`src/pkg/csss_defines.svh`:
```
// Offsets, field positions, reset values and cycle counts of the block.
`ifndef CSSS_DEFINES_SVH
`define CSSS_DEFINES_SVH
`define CSSS_OFF_TRIM 8'h00
`define CSSS_OFF_STATUS 8'h04
`define CSSS_TRIM_RANGE_BIT 7
`define CSSS_ST_SRC_LSB 0
`define CSSS_ST_XMODE_LSB 3
`define CSSS_ST_RUN_BIT 6
`define CSSS_ST_RSVD_BIT 7
`define CSSS_ST_SUT_LSB 8
`define CSSS_ST_FUSE_LSB 10
`define CSSS_FUSE_EXT 4'h0
`define CSSS_FUSE_RC8 4'h2
`define CSSS_FUSE_RC64 4'h3
`define CSSS_FUSE_LF 4'h6
`define CSSS_FUSE_DEFAULT 4'h2
`define CSSS_SUT_DEFAULT 2'h2
`define CSSS_CK_RST 16'h000e
`define CSSS_CK_WAKE_RC 16'h0006
`define CSSS_CK_WAKE_ONE 16'h0001
`define CSSS_CK_WAKE_258 16'h0102
`define CSSS_CK_WAKE_1K 16'h0400
`define CSSS_WDT_SHORT 16'h0200
`define CSSS_PLL_MULT_STD 4'h8
`define CSSS_PLL_MULT_COMPAT 4'h4
`endif

```
`src/pkg/csss_pkg.sv`:
```
// Types shared by the clock source and start-up selection block.
package csss_pkg;
  // Selected system clock source.
  typedef enum logic [2:0] {
    SRC_EXT, SRC_RC8, SRC_RC64, SRC_LF, SRC_XTAL, SRC_NONE
  } csss_src_t;
  // Extra reset timeout, counted on the watchdog oscillator.
  typedef enum logic [1:0] {TMO_NONE, TMO_SHORT, TMO_LONG} csss_tmo_t;
  // Configuration fuses as they arrive on the pins.
  typedef struct packed {
    logic [3:0] clock_source_fuses;
    logic [1:0] startup_time_fuses;
  } csss_fuse_t;
  // Decoded start-up configuration.
  typedef struct packed {
    csss_src_t src;
    logic [15:0] wake_ck;
    logic [15:0] rst_ck;
    csss_tmo_t tmo;
    logic rsvd;
  } csss_cfg_t;
  // Oscillator steering that leaves the block.
  typedef struct packed {
    csss_src_t src;
    logic [2:0] crystal_mode_fuses;
    logic rc_low_freq;
    logic [3:0] pll_mult;
  } csss_clkctl_t;
endpackage

```
`src/csss_top.sv`:
```
// Clock source selection, start-up timing and RC trim register.
`timescale 1ns/10ps
`default_nettype none
`include "csss_defines.svh"

module csss_top #(
  parameter logic [15:0] WAKE_16K = 16'd16384,
  parameter logic [15:0] WAKE_32K = 16'd32768,
  parameter logic [15:0] TMO_LONG_CYC = 16'd8192,
  parameter int ADDR_W = 8
) (
  // Clock and reset.
  input wire logic pclk,
  input wire logic presetn,
  // APB register port.
  input wire logic psel,
  input wire logic penable,
  input wire logic pwrite,
  input wire logic [ADDR_W-1:0] paddr,
  input wire logic [31:0] pwdata,
  output logic [31:0] prdata,
  output logic pready,
  output logic pslverr,
  // Fuses and factory calibration byte.
  input wire csss_pkg::csss_fuse_t fuses,
  input wire logic [7:0] cal_byte,
  // Oscillator cycle enables and sleep control.
  input wire logic src_tick,
  input wire logic wdt_tick,
  input wire logic sleep_req,
  input wire logic wake_req,
  // Clock steering and core gating.
  output csss_pkg::csss_clkctl_t clk_ctl,
  output logic [7:0] rc_oscillator_trim,
  output logic core_run,
  output logic wdt_osc_en,
  output logic cfg_reserved
);
  import csss_pkg::*;

  ////////////////////////////////////////////////////////////////////////
  // Decode of the fuse setting.

  // Maps the fuses onto source, wake count, reset count and timeout.
  function automatic csss_cfg_t decode(input csss_fuse_t f);
    csss_cfg_t c;
    logic [2:0] idx;
    c.src = SRC_NONE;
    c.wake_ck = `CSSS_CK_WAKE_RC;
    c.rst_ck = `CSSS_CK_RST;
    c.tmo = TMO_NONE;
    c.rsvd = 1'b0;
    idx = {f.clock_source_fuses[0], f.startup_time_fuses};
    if (f.clock_source_fuses[3]) begin
      // Crystal or resonator amplifier.
      c.src = SRC_XTAL;
      if (!idx[2]) begin
        // Group 0 wake counts.
        c.wake_ck = idx[1] ? `CSSS_CK_WAKE_1K : `CSSS_CK_WAKE_258;
      end else begin
        // Group 1 wake counts.
        c.wake_ck = (idx[1:0] == 2'h0) ? `CSSS_CK_WAKE_1K : WAKE_16K;
      end
      // Timeout repeats short, long, none over the combined code.
      case (idx)
        3'h0, 3'h3, 3'h6: c.tmo = TMO_SHORT;
        3'h1, 3'h4, 3'h7: c.tmo = TMO_LONG;
        default: c.tmo = TMO_NONE;
      endcase
    end else begin
      case (f.clock_source_fuses)
        `CSSS_FUSE_LF: begin
          // Watch crystal has no fixed reset cycles.
          c.src = SRC_LF;
          c.rst_ck = 16'h0000;
          c.wake_ck = `CSSS_CK_WAKE_1K;
          case (f.startup_time_fuses)
            2'h0: c.tmo = TMO_SHORT;
            2'h1: c.tmo = TMO_LONG;
            2'h2: begin
              c.tmo = TMO_LONG;
              c.wake_ck = WAKE_32K;
            end
            default: c.rsvd = 1'b1;
          endcase
        end
        `CSSS_FUSE_RC8, `CSSS_FUSE_EXT: begin
          // RC 8.0 MHz and external clock share one table.
          c.src = (f.clock_source_fuses == `CSSS_FUSE_RC8) ?
                  SRC_RC8 : SRC_EXT;
          case (f.startup_time_fuses)
            2'h0: c.tmo = TMO_NONE;
            2'h1: c.tmo = TMO_SHORT;
            2'h2: c.tmo = TMO_LONG;
            default: c.rsvd = 1'b1;
          endcase
        end
        `CSSS_FUSE_RC64: begin
          // Compatibility RC table.
          c.src = SRC_RC64;
          case (f.startup_time_fuses)
            2'h2: c.tmo = TMO_SHORT;
            2'h3: c.wake_ck = `CSSS_CK_WAKE_ONE;
            default: c.tmo = TMO_LONG;
          endcase
        end
        default: c.rsvd = 1'b1; // Reserved or unsupported code.
      endcase
    end
    c.src = c.rsvd ? SRC_NONE : c.src;
    return c;
  endfunction

  // Watchdog cycle count of a timeout code.
  function automatic logic [15:0] tmo_cycles(input csss_tmo_t t);
    case (t)
      TMO_SHORT: return `CSSS_WDT_SHORT;
      TMO_LONG: return TMO_LONG_CYC;
      default: return 16'h0000;
    endcase
  endfunction

  ////////////////////////////////////////////////////////////////////////
  // Fuse and calibration capture after reset release.

  // Low for the first cycle after reset, when straps are caught.
  logic loaded_q;
  // Fuses held for the whole run.
  csss_fuse_t fuses_q;
  // Decoded configuration of the held fuses and of the live fuse pins.
  csss_cfg_t cfg, cfg_in;
  assign cfg = decode(fuses_q);
  assign cfg_in = decode(fuses);

  // Catches fuses one cycle after release; reset value is the default.
  always_ff @(posedge pclk or negedge presetn) begin
    if (!presetn) begin
      loaded_q <= 1'b0;
      fuses_q <= '{`CSSS_FUSE_DEFAULT, `CSSS_SUT_DEFAULT};
    end else if (!loaded_q) begin
      loaded_q <= 1'b1;
      fuses_q <= fuses;
    end
  end

  ////////////////////////////////////////////////////////////////////////
  // Start-up sequencer.

  typedef enum {ST_LOAD, ST_RSTCK, ST_TMO, ST_RUN, ST_SLEEP, ST_WAKE,
                ST_HALT} csss_state_t;
  csss_state_t state_q, state_d;
  // Remaining ticks of the current wait.
  logic [15:0] cnt_q, cnt_d;

  // Next state: source cycles, then watchdog cycles, then run.
  always_comb begin
    state_d = state_q;
    cnt_d = cnt_q;
    case (state_q)
      ST_LOAD: begin
        state_d = cfg_in.rsvd ? ST_HALT : ST_RSTCK;
        cnt_d = cfg_in.rst_ck;
      end
      ST_RSTCK: begin
        if (cnt_q == 16'h0000) begin
          state_d = ST_TMO;
          cnt_d = tmo_cycles(cfg.tmo);
        end else if (src_tick) begin
          cnt_d = cnt_q - 16'h0001;
        end
      end
      ST_TMO: begin
        // Counted on the watchdog oscillator whatever the source.
        if (cnt_q == 16'h0000) begin
          state_d = ST_RUN;
        end else if (wdt_tick) begin
          cnt_d = cnt_q - 16'h0001;
        end
      end
      ST_RUN: begin
        if (sleep_req) begin
          state_d = ST_SLEEP;
        end
      end
      ST_SLEEP: begin
        if (wake_req) begin
          state_d = ST_WAKE;
          cnt_d = cfg.wake_ck;
        end
      end
      ST_WAKE: begin
        // Wake is timed by the selected source itself.
        if (cnt_q == 16'h0000) begin
          state_d = ST_RUN;
        end else if (src_tick) begin
          cnt_d = cnt_q - 16'h0001;
        end
      end
      ST_HALT: state_d = ST_HALT;
      default: state_d = ST_HALT;
    endcase
  end

  // Sequencer state and counter.
  always_ff @(posedge pclk or negedge presetn) begin
    if (!presetn) begin
      state_q <= ST_LOAD;
      cnt_q <= 16'h0000;
    end else begin
      state_q <= state_d;
      cnt_q <= cnt_d;
    end
  end

  // Core clock gate and status outputs.
  always_ff @(posedge pclk or negedge presetn) begin
    if (!presetn) begin
      core_run <= 1'b0;
      wdt_osc_en <= 1'b0;
      cfg_reserved <= 1'b0;
    end else begin
      core_run <= (state_d == ST_RUN);
      wdt_osc_en <= 1'b1;
      cfg_reserved <= cfg.rsvd & loaded_q;
    end
  end

  // Oscillator steering from the held fuses.
  always_ff @(posedge pclk or negedge presetn) begin
    if (!presetn) begin
      clk_ctl <= '{SRC_NONE, 3'h0, 1'b0, `CSSS_PLL_MULT_STD};
    end else begin
      clk_ctl.src <= cfg.src;
      // Amplifier mode only while the crystal is chosen.
      clk_ctl.crystal_mode_fuses <= (cfg.src == SRC_XTAL) ?
                                    fuses_q.clock_source_fuses[3:1] : 3'h0;
      clk_ctl.rc_low_freq <= (cfg.src == SRC_RC64);
      clk_ctl.pll_mult <= (cfg.src == SRC_RC64) ?
                          `CSSS_PLL_MULT_COMPAT : `CSSS_PLL_MULT_STD;
    end
  end

  ////////////////////////////////////////////////////////////////////////
  // APB slave and trim register.

  logic setup;
  logic wr_trim;
  assign setup = psel & penable & ~pready;
  assign wr_trim = setup & pwrite & (paddr == `CSSS_OFF_TRIM);

  // Trim: loaded from calibration each reset, fine field writable.
  always_ff @(posedge pclk or negedge presetn) begin
    if (!presetn) begin
      rc_oscillator_trim <= 8'h00;
    end else if (!loaded_q) begin
      rc_oscillator_trim <= cal_byte;
    end else if (wr_trim) begin
      // Range bit is read only; fine field steps frequency.
      rc_oscillator_trim[6:0] <= pwdata[6:0];
    end
  end

  // One wait state: answer in the second access cycle.
  always_ff @(posedge pclk or negedge presetn) begin
    if (!presetn) begin
      pready <= 1'b0;
      pslverr <= 1'b0;
      prdata <= 32'h0000_0000;
    end else begin
      pready <= setup;
      pslverr <= setup & (paddr != `CSSS_OFF_TRIM) &
                 (paddr != `CSSS_OFF_STATUS);
      prdata <= 32'h0000_0000;
      if (setup & ~pwrite & (paddr == `CSSS_OFF_TRIM)) begin
        prdata <= {24'h00_0000, rc_oscillator_trim};
      end else if (setup & ~pwrite & (paddr == `CSSS_OFF_STATUS)) begin
        prdata[`CSSS_ST_SRC_LSB +: 3] <= clk_ctl.src;
        prdata[`CSSS_ST_XMODE_LSB +: 3] <= clk_ctl.crystal_mode_fuses;
        prdata[`CSSS_ST_RUN_BIT] <= core_run;
        prdata[`CSSS_ST_RSVD_BIT] <= cfg_reserved;
        prdata[`CSSS_ST_SUT_LSB +: 2] <= fuses_q.startup_time_fuses;
        prdata[`CSSS_ST_FUSE_LSB +: 4] <= fuses_q.clock_source_fuses;
      end
    end
  end

  ////////////////////////////////////////////////////////////////////////
  // Checks.

  a_trim_cal_load: assert property (@(posedge pclk) disable iff (!presetn)
    $rose(loaded_q) |-> rc_oscillator_trim == $past(cal_byte))
    else $error("trim not loaded from calibration byte");
  a_trim_range_ro: assert property (@(posedge pclk) disable iff (!presetn)
    loaded_q && wr_trim |=> rc_oscillator_trim[7] ==
    $past(rc_oscillator_trim[7]))
    else $error("trim range bit changed by a write");
  a_trim_fine_wr: assert property (@(posedge pclk) disable iff (!presetn)
    loaded_q && wr_trim |=> rc_oscillator_trim[6:0] ==
    $past(pwdata[6:0]))
    else $error("trim fine field not written");
  a_xtal_mode_out: assert property (@(posedge pclk) disable iff (!presetn)
    loaded_q && fuses_q.clock_source_fuses[3] |=>
    clk_ctl.crystal_mode_fuses == $past(fuses_q.clock_source_fuses[3:1]))
    else $error("crystal mode not driven from fuses");
  a_lf_select: assert property (@(posedge pclk) disable iff (!presetn)
    loaded_q && fuses_q == {`CSSS_FUSE_LF, 2'h0} |=>
    clk_ctl.src == SRC_LF)
    else $error("low-frequency crystal not selected");
  a_rc8_select: assert property (@(posedge pclk) disable iff (!presetn)
    loaded_q && fuses_q.clock_source_fuses == `CSSS_FUSE_RC8 &&
    fuses_q.startup_time_fuses != 2'h3 |=>
    clk_ctl.src == SRC_RC8 && !clk_ctl.rc_low_freq)
    else $error("RC 8.0 not selected");
  a_compat_pll: assert property (@(posedge pclk) disable iff (!presetn)
    fuses_q.clock_source_fuses == `CSSS_FUSE_RC64 |=>
    clk_ctl.pll_mult == `CSSS_PLL_MULT_COMPAT && clk_ctl.rc_low_freq)
    else $error("compatibility PLL factor wrong");
  a_ext_select: assert property (@(posedge pclk) disable iff (!presetn)
    loaded_q && fuses_q == {`CSSS_FUSE_EXT, 2'h1} |=>
    clk_ctl.src == SRC_EXT)
    else $error("external clock not selected");
  a_core_gated: assert property (@(posedge pclk) disable iff (!presetn)
    state_q inside {ST_RSTCK, ST_TMO, ST_WAKE} && cnt_q != 16'h0000 |=>
    !core_run)
    else $error("core released before start-up done");
  a_tmo_wdt_only: assert property (@(posedge pclk) disable iff (!presetn)
    state_q == ST_TMO && !wdt_tick && cnt_q != 16'h0000 |=>
    cnt_q == $past(cnt_q))
    else $error("timeout counted without watchdog tick");
  a_wake_src_only: assert property (
    @(posedge pclk) disable iff (!presetn)
    state_q == ST_WAKE && !src_tick && cnt_q != 16'h0000 |=>
    cnt_q == $past(cnt_q)) else $error("wake counted without source tick");
  a_wake_count: assert property (@(posedge pclk) disable iff (!presetn)
    state_q == ST_SLEEP && wake_req |=>
    state_q == ST_WAKE && cnt_q == $past(cfg.wake_ck))
    else $error("wake count not loaded");
  a_wdt_enabled: assert property (@(posedge pclk) disable iff (!presetn)
    loaded_q |-> wdt_osc_en)
    else $error("watchdog oscillator off");
endmodule
`default_nettype wire

```
`config.mk`:
```
export PLATFORM = sky130hd
export DESIGN_NAME = csss_top
export DESIGN_NICKNAME = d
export VERILOG_FILES = /design/src/pkg/csss_pkg.sv /design/src/csss_top.sv
export VERILOG_INCLUDE_DIRS = /design/src /design/src/pkg
export SDC_FILE = /design/constraint.sdc
export NUM_CORES = 1
export LEC_CHECK = 0
export BUFFER_PORTS_ARGS = -buffer_cell sky130_fd_sc_hd__buf_2
export CAP_MARGIN = 25
export CORE_ASPECT_RATIO = 1.1
export CORE_MARGIN = 2
export CORE_UTILIZATION = 31
export CTS_BUF_LIST = sky130_fd_sc_hd__clkbuf_16
export DETAILED_ROUTE_END_ITERATION = 7
export PLACE_DENSITY = 0.63
export SKIP_LAST_GASP = 1
export SYNTH_ARGS = -nofsm -noshare
export SYNTH_HDL_FRONTEND = slang
export SYNTH_SLANG_ARGS = --single-unit
```
`constraint.sdc`:
```
create_clock -name pclk -period 3.4 [get_ports pclk]
set_input_delay 0.68 -clock pclk [delete_from_list [all_inputs] [get_ports pclk]]
set_output_delay 0.68 -clock pclk [all_outputs]
set_load 0.02 [all_outputs]
```
==> results by group, run 1 <==
Worst setup path
  – Worst-path fanout max: 12
  – Stages on the worst setup path: 6
  – Worst Path Arrival: 2990 ps
  – Crit path capture: cnt_q[4]$_DFFE_PN0P_
  – Max stage delay on crit path: 790 ps
  – Crit-path slowest cell: nor3_1
  – Capturing point of the worst reg2reg path: cnt_q[4]$_DFFE_PN0P_
  – Top Family by Delay on Critical Path: simple AND/OR/NAND/NOR gates
  – Critical Path, Cell by Cell: nor4_1, and4_1, nand2_1, nor3_1, o21ai_0, a31oi_1
  – Setup crit start kind: register
  – Critical Path Source: state_q[25]$_DFF_PN0_
  – Crit path buf inv count: 0
  – Critical path class: reg -> reg
  – Reg2Reg Launch Point: state_q[25]$_DFF_PN0_
  – R2r setup slk: 660 ps
  – Endpoint type of the worst setup path: register
  – R2R depth: 6
  – WP data required: 3650 ps

Die
  – # rows: 45
  – Die area: 0.0151 sq mm
  – Die height: 129 microns
  – Initial Util: 31.7%
  – Core area: 0.0139 sq mm
  – Chip width: 118 microns
  – IO Pins: 119

Power and ir drop
  – Power density over the cells: 456 mW/mm^2
  – VDD IR-drop max: 0.239 mV
  – Pwr Total: 2.41 mW
  – Leakage Power: 2.39 nW

STA
  – Worst-Margin Slew: 851 ps
  – Crit path time final: 2740 ps
  – RSZ-0062 raised after global routing: no
  – Fmax: 0.365 GHz
  – PnR worst setup slack: 663 ps
  – Setup tns final: 0 ps
  – Final setup viols: 0
  – Relative slew slack: 42.8%
  – Final Skew: 7.46 ps
  – Fin. max-slew vios: 0
  – Fin. Hold Viols: 0
  – Final worst path period share: 80.5%

Synth
  – Total number of yosys warnings: 0
  – Sequential share of the synthesized area: 50.8%
  – Synth top cells by count: 84 x dfrtp_1, 35 x nor2_1, 28 x nand2_1
  – Post-Syn Area: 0.00440 sq mm
  – Average size of a mapped cell: 10.6 sq um
  – Post-synth top flop: dfrtp_1
  – Post-synth ARST share: 100%
  – Post-synth EDFFs: 0
  – Synth cell types: 69
  – Synth area leaders: dfrtp_1 48%, mux2i_1 3.6%, buf_4 3.6%, dfstp_2 3.0%, nor2_1 3.0%
  – Mapped Cells: 416
  – Cell with the most instances after synthesis: dfrtp_1
  – Cell type with the largest total area after synthesis: dfrtp_1
  – Seq cells post-synth: 89
  – Synth top area share: 47.8%

Clock tree
  – Worst-path clk slew: 70 ps
  – Root buffer cell: clkbuf_16
  – Num Clock Sinks: 89
  – Clock Latency Late Sink: 340 ps
  – Max clock buf depth: 2
  – CTS tree: built
  – Cts hold-fix bufs: 0
  – Post-CTS Repair Setup Buffers: 0
  – Post-CTS sizing: 0
  – CTS Buf Count: 9
  – Htree depth: 3

Placed design
  – Placed insts: 688
  – IO buf count: 73
  – Post-DP HPWL: 7050 microns
  – Post-place setup slack: 704 ps
  – Gpl congestion: 0.837

Routing
  – DR DRC count: 0
  – Antenna viol nets, final: 0
  – Vias/cell: 4.77
  – Router iterations before antenna repair: 4
  – Avg WL per Cell: 13.7 microns
  – 1st-iter DRT viols: 150
  – Via count: 3358
  – Routed wire length: 9620 microns

Global route
  – GRT overflow: 0
  – Vias in the first global route: 3252
  – Gr usage total: 13.1%
  – Largest net degree at the start of global routing: 66
  – Initial antenna violation count: 0
  – First-pass GRT wire length: 16100 microns

Final layout
  – # nets final: 582
  – Finished Layout Cells: 704
  – Ant. Diodes: 0
  – Share of cells above drive strength 1: 24.0%
  – Area growth syn-to-layout: 20.2%

Worst hold path
  – Hold WC Path Type: in -> async

Run
  – Maxcap violations: 0

Run status
  – Outcome: finished, final reports clean
how the worst min path moves through the flow:
stage                                         to  slack [ps]  cells past startpoint
after floorplan           cfg_reserved$_DFF_PN0_         380                      0
after global placement         pslverr$_DFF_PN0_         440                      1
after detailed placement       pslverr$_DFF_PN0_         460                      1
after CTS                    prdata[7]$_DFF_PN0_         240                      1
after global routing         prdata[7]$_DFF_PN0_         260                      1
final                        prdata[2]$_DFF_PN0_         240                      1
cells by family after synthesis:
logic type | after synthesis | synth area share [%]
xor+xnor | 2 | 0.399
other cells | 2 | 0.171
flops | 89 | 50.8
fa+ha+maj | 8 | 2.28
buf+inv | 51 | 6.26
simple gates | 145 | 19.0
mux | 23 | 5.44
compound gates | 96 | 15.6
metrics by stage:
stage / utilization, % / hold slack [ps] / area, sq um
2_1_floorplan: - / 384 / 4580
3_3_place_gp: 35.8 / 443 / 4960
3_5_place_dp: 36.0 / 456 / 4980
4_1_cts: 38.2 / 244 / 5290
5_1_grt: 38.2 / 258 / 5290
6_report: 38.2 / 243 / 5290
cells in the final DEF (no fill, tap or decap), types with 8 or more instances in the layout:
master	count
a21oi_1	26
ha_1	8
clkbuf_16	9
buf_2	72
o21ai_0	16
nand2_1	28
nor4_1	9
mux2i_1	16
nor2_1	35
inv_1	12
nand2b_1	8
nand3_1	10
a31oi_1	8
dfrtp_1	84
conb_1	50
worst register-to-register path, stage by stage (launching register included):
cell,delay (ps)
dfrtp_1,360
nor4_1,360
and4_1,380
nand2_1,300
nor3_1,790
o21ai_0,220
a31oi_1,250
layout make-up:
cell class / instances / area [sq um]
fill: 1397 / 8570
clock buffer: 9 / 225
tap: 188 / 235
multi-input combinational: 324 / 2070
sequential: 89 / 2230
timing repair buffer: 75 / 403
inverter: 12 / 45.0
clock inverter: 7 / 76.3
power breakdown:
part	leakage, nW	internal, mW	switching [mW]
Sequential	1.08	1.11	0.0475
Combinational	1.16	0.0909	0.145
Clock	0.148	0.577	0.436
sequential cells by signal, indices dropped and copies added (netlist names):
register and count:
pready 1, cfg_reserved 1, prdata 14, wdt_osc_en 1, core_run 1, rc_oscillator_trim 8, fuses_q 6, pslverr 1
clk_ctl 8, state_q 32, cnt_q 16
metal layers:
metal | GRT usage (%) | up-vias | wire (microns)
li1 | - | 1618 | -
met1 | 17.0 | 1644 | 4310
met2 | 22.2 | 81 | 4770
met3 | 1.95 | 15 | 352
met4 | 5.60 | 0 | 186
met5 | 0 | - | 0
Power figures use the tool's default switching activity.
==> run 2, diff against run 1 <==
==> constraint.sdc (replaced) <==
create_clock -name pclk -period 2.8 [get_ports pclk]
set_input_delay 0.56 -clock pclk [delete_from_list [all_inputs] [get_ports pclk]]
set_output_delay 0.56 -clock pclk [all_outputs]
set_load 0.02 [all_outputs]
==> results by group, run 2 (same netlist as run 1, synthesis figures left out) <==
Global route
  – Vias in the first global route: 3321 (+2.1%)
  – First-pass GRT wire length: 16100 microns (+0.17%)
  – Largest net degree at the start of global routing: 56 (-15%)
  – Initial antenna violation count: 0 (unchanged)
  – Gr usage total: 13.1% (-0.057 points)
  – GRT overflow: 0 (unchanged)

Final layout
  – Ant. Diodes: 0 (unchanged)
  – Top reg by flops: state_q
  – Biggest regs: state_q x32, cnt_q x16, prdata x14
  – Most frequent cells in the layout: 84 x dfrtp_1, 72 x buf_2, 50 x conb_1, 35 x nor2_1, 28 x nand2_1
  – Share of cells above drive strength 1: 25.1% (+1.1 points)
  – Final instance area: 0.00532 sq mm (+0.57%)
  – Area growth syn-to-layout: 20.9%
  – # nets final: 591 (+1.5%)
  – Number of flip-flops in the largest register: 32 (unchanged)
  – Most common cell after layout, fill and taps aside: dfrtp_1

STA
  – Final Skew: 8.15 ps (+0.699 ps)
  – Final setup viols: 0 (unchanged)
  – Fin. max-slew vios: 0 (unchanged)
  – Hold slack: 259 ps (+16.1 ps)
  – Relative slew slack: 46.7% (+3.9 points)
  – Fin. Hold Viols: 0 (unchanged)
  – RSZ-0062 raised after global routing: no
  – Worst-Margin Slew: 794 ps (-57.7 ps)
  – Fmax: 0.395 GHz (+8.2%)
  – Setup tns final: 0 ps (unchanged)
  – Crit path time final: 2530 ps (-207 ps)
  – Final worst path period share: 90.3% (+9.8 points)

Die
  – Chip width: 118 microns (unchanged)
  – # rows: 45 (unchanged)
  – Initial Util: 31.7% (unchanged)
  – Die area: 0.0151 sq mm (unchanged)
  – Die height: 129 microns (unchanged)
  – Core area: 0.0139 sq mm (unchanged)
  – IO Pins: 119 (unchanged)

Worst setup path
  – Worst Path Arrival: 2740 ps (-250 ps)
  – Critical Path, Cell by Cell: inv_1, ha_1, nor3b_4, nand4_4, nor3_2, nor3_1, o311a_1, a221o_1
  – Crit-path slowest cell: dfrtp_1
  – Critical path class: reg -> reg
  – Top Family by Delay on Critical Path: simple AND/OR/NAND/NOR gates
  – Max stage delay on crit path: 430 ps (-360 ps)
  – Crit path buf inv count: 1 (+1)
  – Endpoint type of the worst setup path: register
  – WP data required: 3020 ps (-630 ps)
  – Worst-path fanout max: 10 (-2)
  – Setup crit start kind: register

Clock tree
  – Root buffer cell: clkbuf_16
  – Cts hold-fix bufs: 0 (unchanged)
  – Post-CTS sizing: 0 (unchanged)
  – Clock Latency Late Sink: 340 ps (about the same)
  – CTS Buf Count: 9 (unchanged)
  – Htree depth: 3 (unchanged)
  – Max clock buf depth: 2 (unchanged)
  – Num Clock Sinks: 89 (unchanged)
  – CTS tree: built
  – Worst-path clk slew: 60 ps (about the same)
  – Post-CTS Repair Setup Buffers: 0 (unchanged)

Routing
  – Via count: 3404 (+1.4%)
  – 1st-iter DRT viols: 249 (+66%)
  – Routed wire length: 9660 microns (+0.35%)
  – Router iterations before antenna repair: 5 (+1)
  – Vias/cell: 4.77 (about the same)
  – Antenna viol nets, final: 0 (unchanged)
  – Avg WL per Cell: 13.5 microns (-0.91%)
  – DR DRC count: 0 (unchanged)

Run status
  – Outcome: finished, final reports clean

Run
  – Maxcap violations: 0 (unchanged)

Placed design
  – Post-DP HPWL: 7030 microns (-0.19%)
  – IO buf count: 73 (unchanged)
  – Gpl congestion: 0.851 (+1.7%)
  – Placed inst area: 0.00504 sq mm (+1.2%)

Power and ir drop
  – Pwr Total: 2.79 mW (+16%)
  – VDD IR-drop max: 0.311 mV (+31%)
  – Leakage Power: 2.42 nW (+1.2%)
  – Power density over the cells: 526 mW/mm^2 (+15%)

Worst hold path
  – Hold WC Path Type: in -> async
[run 2: cell type report]
| type | count | area, sq um |
|---|---|---|
| Clock buffer | 9 | 225 |
| Clock inverter | 7 | 46.3 |
| Fill cell | 1413 | 8540 |
| Inverter | 12 | 45.0 |
| Multi-Input combinational cell | 324 | 2070 |
| Sequential cell | 89 | 2230 |
| Tap cell | 188 | 235 |
| Timing Repair Buffer | 84 | 463 |
[run 2: final timing paths]
path                                       from                      to  slack (ps)  cells after the start
max                        cnt_q[0]$_DFFE_PN0P_   cnt_q[11]$_DFFE_PN0P_         270                      8
min                                     presetn    wdt_osc_en$_DFF_PN0_         260                      1
max reg2reg                cnt_q[0]$_DFFE_PN0P_   cnt_q[11]$_DFFE_PN0P_         270                      8
min reg2reg                    pready$_DFF_PN0_       pslverr$_DFF_PN0_         460                      1
max in group asynchronous               presetn  fuses_q[3]$_DFFE_PN1N_        1860                      2
min in group pclk              pready$_DFF_PN0_       pslverr$_DFF_PN0_         460                      1
[run 2: stage by stage]
| step | setup WS, ps | cells | util [%] |
|---|---|---|---|
| 6_report | 271 | 713 | 38.4 |
| 2_1_floorplan | 585 | 464 | - |
| 3_3_place_gp | 395 | 697 | 36.4 |
| 5_1_grt | 127 | 713 | 38.4 |
| 3_5_place_dp | 324 | 697 | 36.4 |
| 4_1_cts | 310 | 713 | 38.4 |
[run 2: layer usage]
layer / up-vias / track usage, % / share of wire (%)
li1: 1636 / - / -
met1: 1644 / 17.0 / 44
met2: 110 / 22.0 / 49
met3: 14 / 2.57 / 5.1
met4: 0 / 4.68 / 1.9
met5: - / 0 / 0
[run 2: report_power, final]
part / switching (mW) / internal [mW] / total [mW]
clock network: 0.496 / 0.601 / 1.10
registers: 0.0407 / 1.35 / 1.39
logic: 0.194 / 0.114 / 0.308
total: 0.730 / 2.06 / 2.79
==> run 3, diff against run 2 <==
--- a/config.mk
+++ b/config.mk
@@ -8,7 +8,6 @@
 export LEC_CHECK = 0
 export BUFFER_PORTS_ARGS = -buffer_cell sky130_fd_sc_hd__buf_2
 export CAP_MARGIN = 25
-export CORE_ASPECT_RATIO = 1.1
 export CORE_MARGIN = 2
 export CORE_UTILIZATION = 31
 export CTS_BUF_LIST = sky130_fd_sc_hd__clkbuf_16
==> results by group, run 3 (same netlist as run 1, synthesis figures left out) <==
Run status
  – Outcome: finished, final reports clean

Die
  – Initial Util: 31.7% (-0.069 points)
  – # rows: 43 (-4.4%)
  – Die height: 123 microns (-4.5%)
  – Die area: 0.0151 sq mm (about the same)
  – Core area: 0.0139 sq mm (+0.22%)
  – Chip width: 123 microns (+4.7%)
  – IO Pins: 119 (unchanged)

Placed design
  – Placed inst area: 0.00503 sq mm (-0.35%)
  – Post-DP HPWL: 7190 microns (+2.2%)
  – Gpl congestion: 0.879 (+3.3%)
  – IO buf count: 73 (unchanged)

Final layout
  – Area growth syn-to-layout: 21.7%
  – Fillers: 1390 (-1.6%)
  – Top reg by flops: state_q
  – Most common cell after layout, fill and taps aside: dfrtp_1
  – Biggest regs: state_q x32, cnt_q x16, prdata x14
  – Ant. Diodes: 0 (unchanged)
  – Number of flip-flops in the largest register: 32 (unchanged)
  – Share of cells above drive strength 1: 25.0% (-0.14 points)
  – Final instance area: 0.00535 sq mm (+0.64%)
  – Most frequent cells in the layout: 84 x dfrtp_1, 72 x buf_2, 50 x conb_1, 35 x nor2_1, 28 x nand2_1
  – # nets final: 590 (-0.17%)

Clock tree
  – Worst-path clk slew: 60 ps (about the same)
  – CTS Buf Count: 9 (unchanged)
  – Clock Latency Late Sink: 340 ps (about the same)
  – CTS tree: built
  – Root buffer cell: clkbuf_16
  – Post-CTS Repair Setup Buffers: 0 (unchanged)
  – Num Clock Sinks: 89 (unchanged)
  – Max clock buf depth: 2 (unchanged)
  – Htree depth: 3 (unchanged)

Routing
  – Avg WL per Cell: 13.7 microns (+0.93%)
  – Routed wire length: 9620 microns (-0.34%)
  – Antenna viol nets, final: 0 (unchanged)
  – 1st-iter DRT viols: 128 (-49%)
  – Via count: 3399 (-0.15%)
  – DR DRC count: 0 (unchanged)
  – Router iterations before antenna repair: 4 (-1)
  – Vias/cell: 4.83 (+1.1%)

Worst setup path
  – Critical path class: reg -> reg
  – Worst-path fanout max: 10 (unchanged)
  – WP data required: 3060 ps (+40 ps)
  – R2r setup slk: 300 ps (+30 ps)
  – Setup crit start kind: register
  – Endpoint type of the worst setup path: register
  – Worst Path Arrival: 2760 ps (+20 ps)
  – Top Family by Delay on Critical Path: simple AND/OR/NAND/NOR gates
  – Critical Path, Cell by Cell: inv_1, ha_1, nor3b_4, nand4_4, o31ai_1, nand3b_2, a21oi_1, o22ai_1
  – Crit path buf inv count: 1 (unchanged)
  – Max stage delay on crit path: 530 ps (+100 ps)
  – Crit-path slowest cell: o31ai_1

STA
  – Fin. Hold Viols: 0 (unchanged)
  – Worst-Margin Slew: 739 ps (-55.0 ps)
  – RSZ-0062 raised after global routing: no
  – Setup tns final: 0 ps (unchanged)
  – Final Skew: 8.43 ps (+0.274 ps)
  – Fmax: 0.400 GHz (+1.1%)
  – Final worst path period share: 89.4% (-0.97 points)
  – Relative slew slack: 50.3% (+3.6 points)
  – Crit path time final: 2500 ps (-27.3 ps)
  – Final setup viols: 0 (unchanged)
  – Fin. max-slew vios: 0 (unchanged)

Power and ir drop
  – VDD IR-drop max: 0.330 mV (+5.9%)
  – Power density over the cells: 552 mW/mm^2 (+5.0%)
  – Leakage Power: 2.44 nW (+0.68%)

Global route
  – Initial antenna violation count: 0 (unchanged)
  – GRT overflow: 0 (unchanged)
  – Gr usage total: 14.0% (+0.89 points)
  – First-pass GRT wire length: 16600 microns (+3.4%)
  – Largest net degree at the start of global routing: 52 (-7.1%)
  – Vias in the first global route: 3510 (+5.7%)

Run
  – Maxcap violations: 0 (unchanged)

Worst hold path
  – Hold WC Path Type: in -> async
-- run 3: layout make-up --
| class | instances | area, sq um | share of cell area [%] |
|---|---|---|---|
| multi-input combinational | 324 | 2080 | 38.8 |
| timing repair buffer | 83 | 455 | 8.51 |
| clock buffer | 9 | 225 | 4.21 |
| clock inverter | 7 | 87.6 | 1.64 |
| inverter | 12 | 45.0 | 0.842 |
| tap | 180 | 225 | 4.21 |
| sequential | 89 | 2230 | 41.8 |
-- run 3: layer usage --
metal / share of wire, % / GRT usage, %
met5: 0 / 0
met4: 2.0 / 5.68
met3: 4.7 / 3.14
met2: 48 / 22.3
met1: 45 / 18.4
-- run 3: final timing paths --
path	to	depth (start not counted)	startpoint
max	cnt_q[15]$_DFFE_PN0P_	8	cnt_q[0]$_DFFE_PN0P_
min	pslverr$_DFF_PN0_	1	presetn
max reg2reg	cnt_q[15]$_DFFE_PN0P_	8	cnt_q[0]$_DFFE_PN0P_
min reg2reg	pslverr$_DFF_PN0_	1	pready$_DFF_PN0_
max in group asynchronous	fuses_q[3]$_DFFE_PN1N_	2	presetn
min in group pclk	rc_oscillator_trim[7]$_DFFE_PN0N_	2	cal_byte[7]
-- run 3: power by group --
group,switching (mW),total [mW],internal [mW]
sequential,0.0466,1.40,1.35
combinational,0.188,0.300,0.112
clock,0.484,1.26,0.773
-- run 3: through the flow --
stage	total power [mW]	setup slack (ps)	utilization (%)	std cells	hold slack, ps
2_1_floorplan	1.62	585	-	464	264
3_3_place_gp	1.71	263	36.2	688	443
3_5_place_dp	1.72	180	36.2	688	460
4_1_cts	2.99	165	38.5	704	268
5_1_grt	3.09	139	38.5	704	295
6_report	2.95	298	38.5	704	253
-- run 3: what timing repair did --
| action | in CTS | in global routing |
|---|---|---|
| hold buffers | 0 | 0 |
| gates resized for setup | 0 | 2 |
| endpoints found under the setup margin | 0 | 4 |
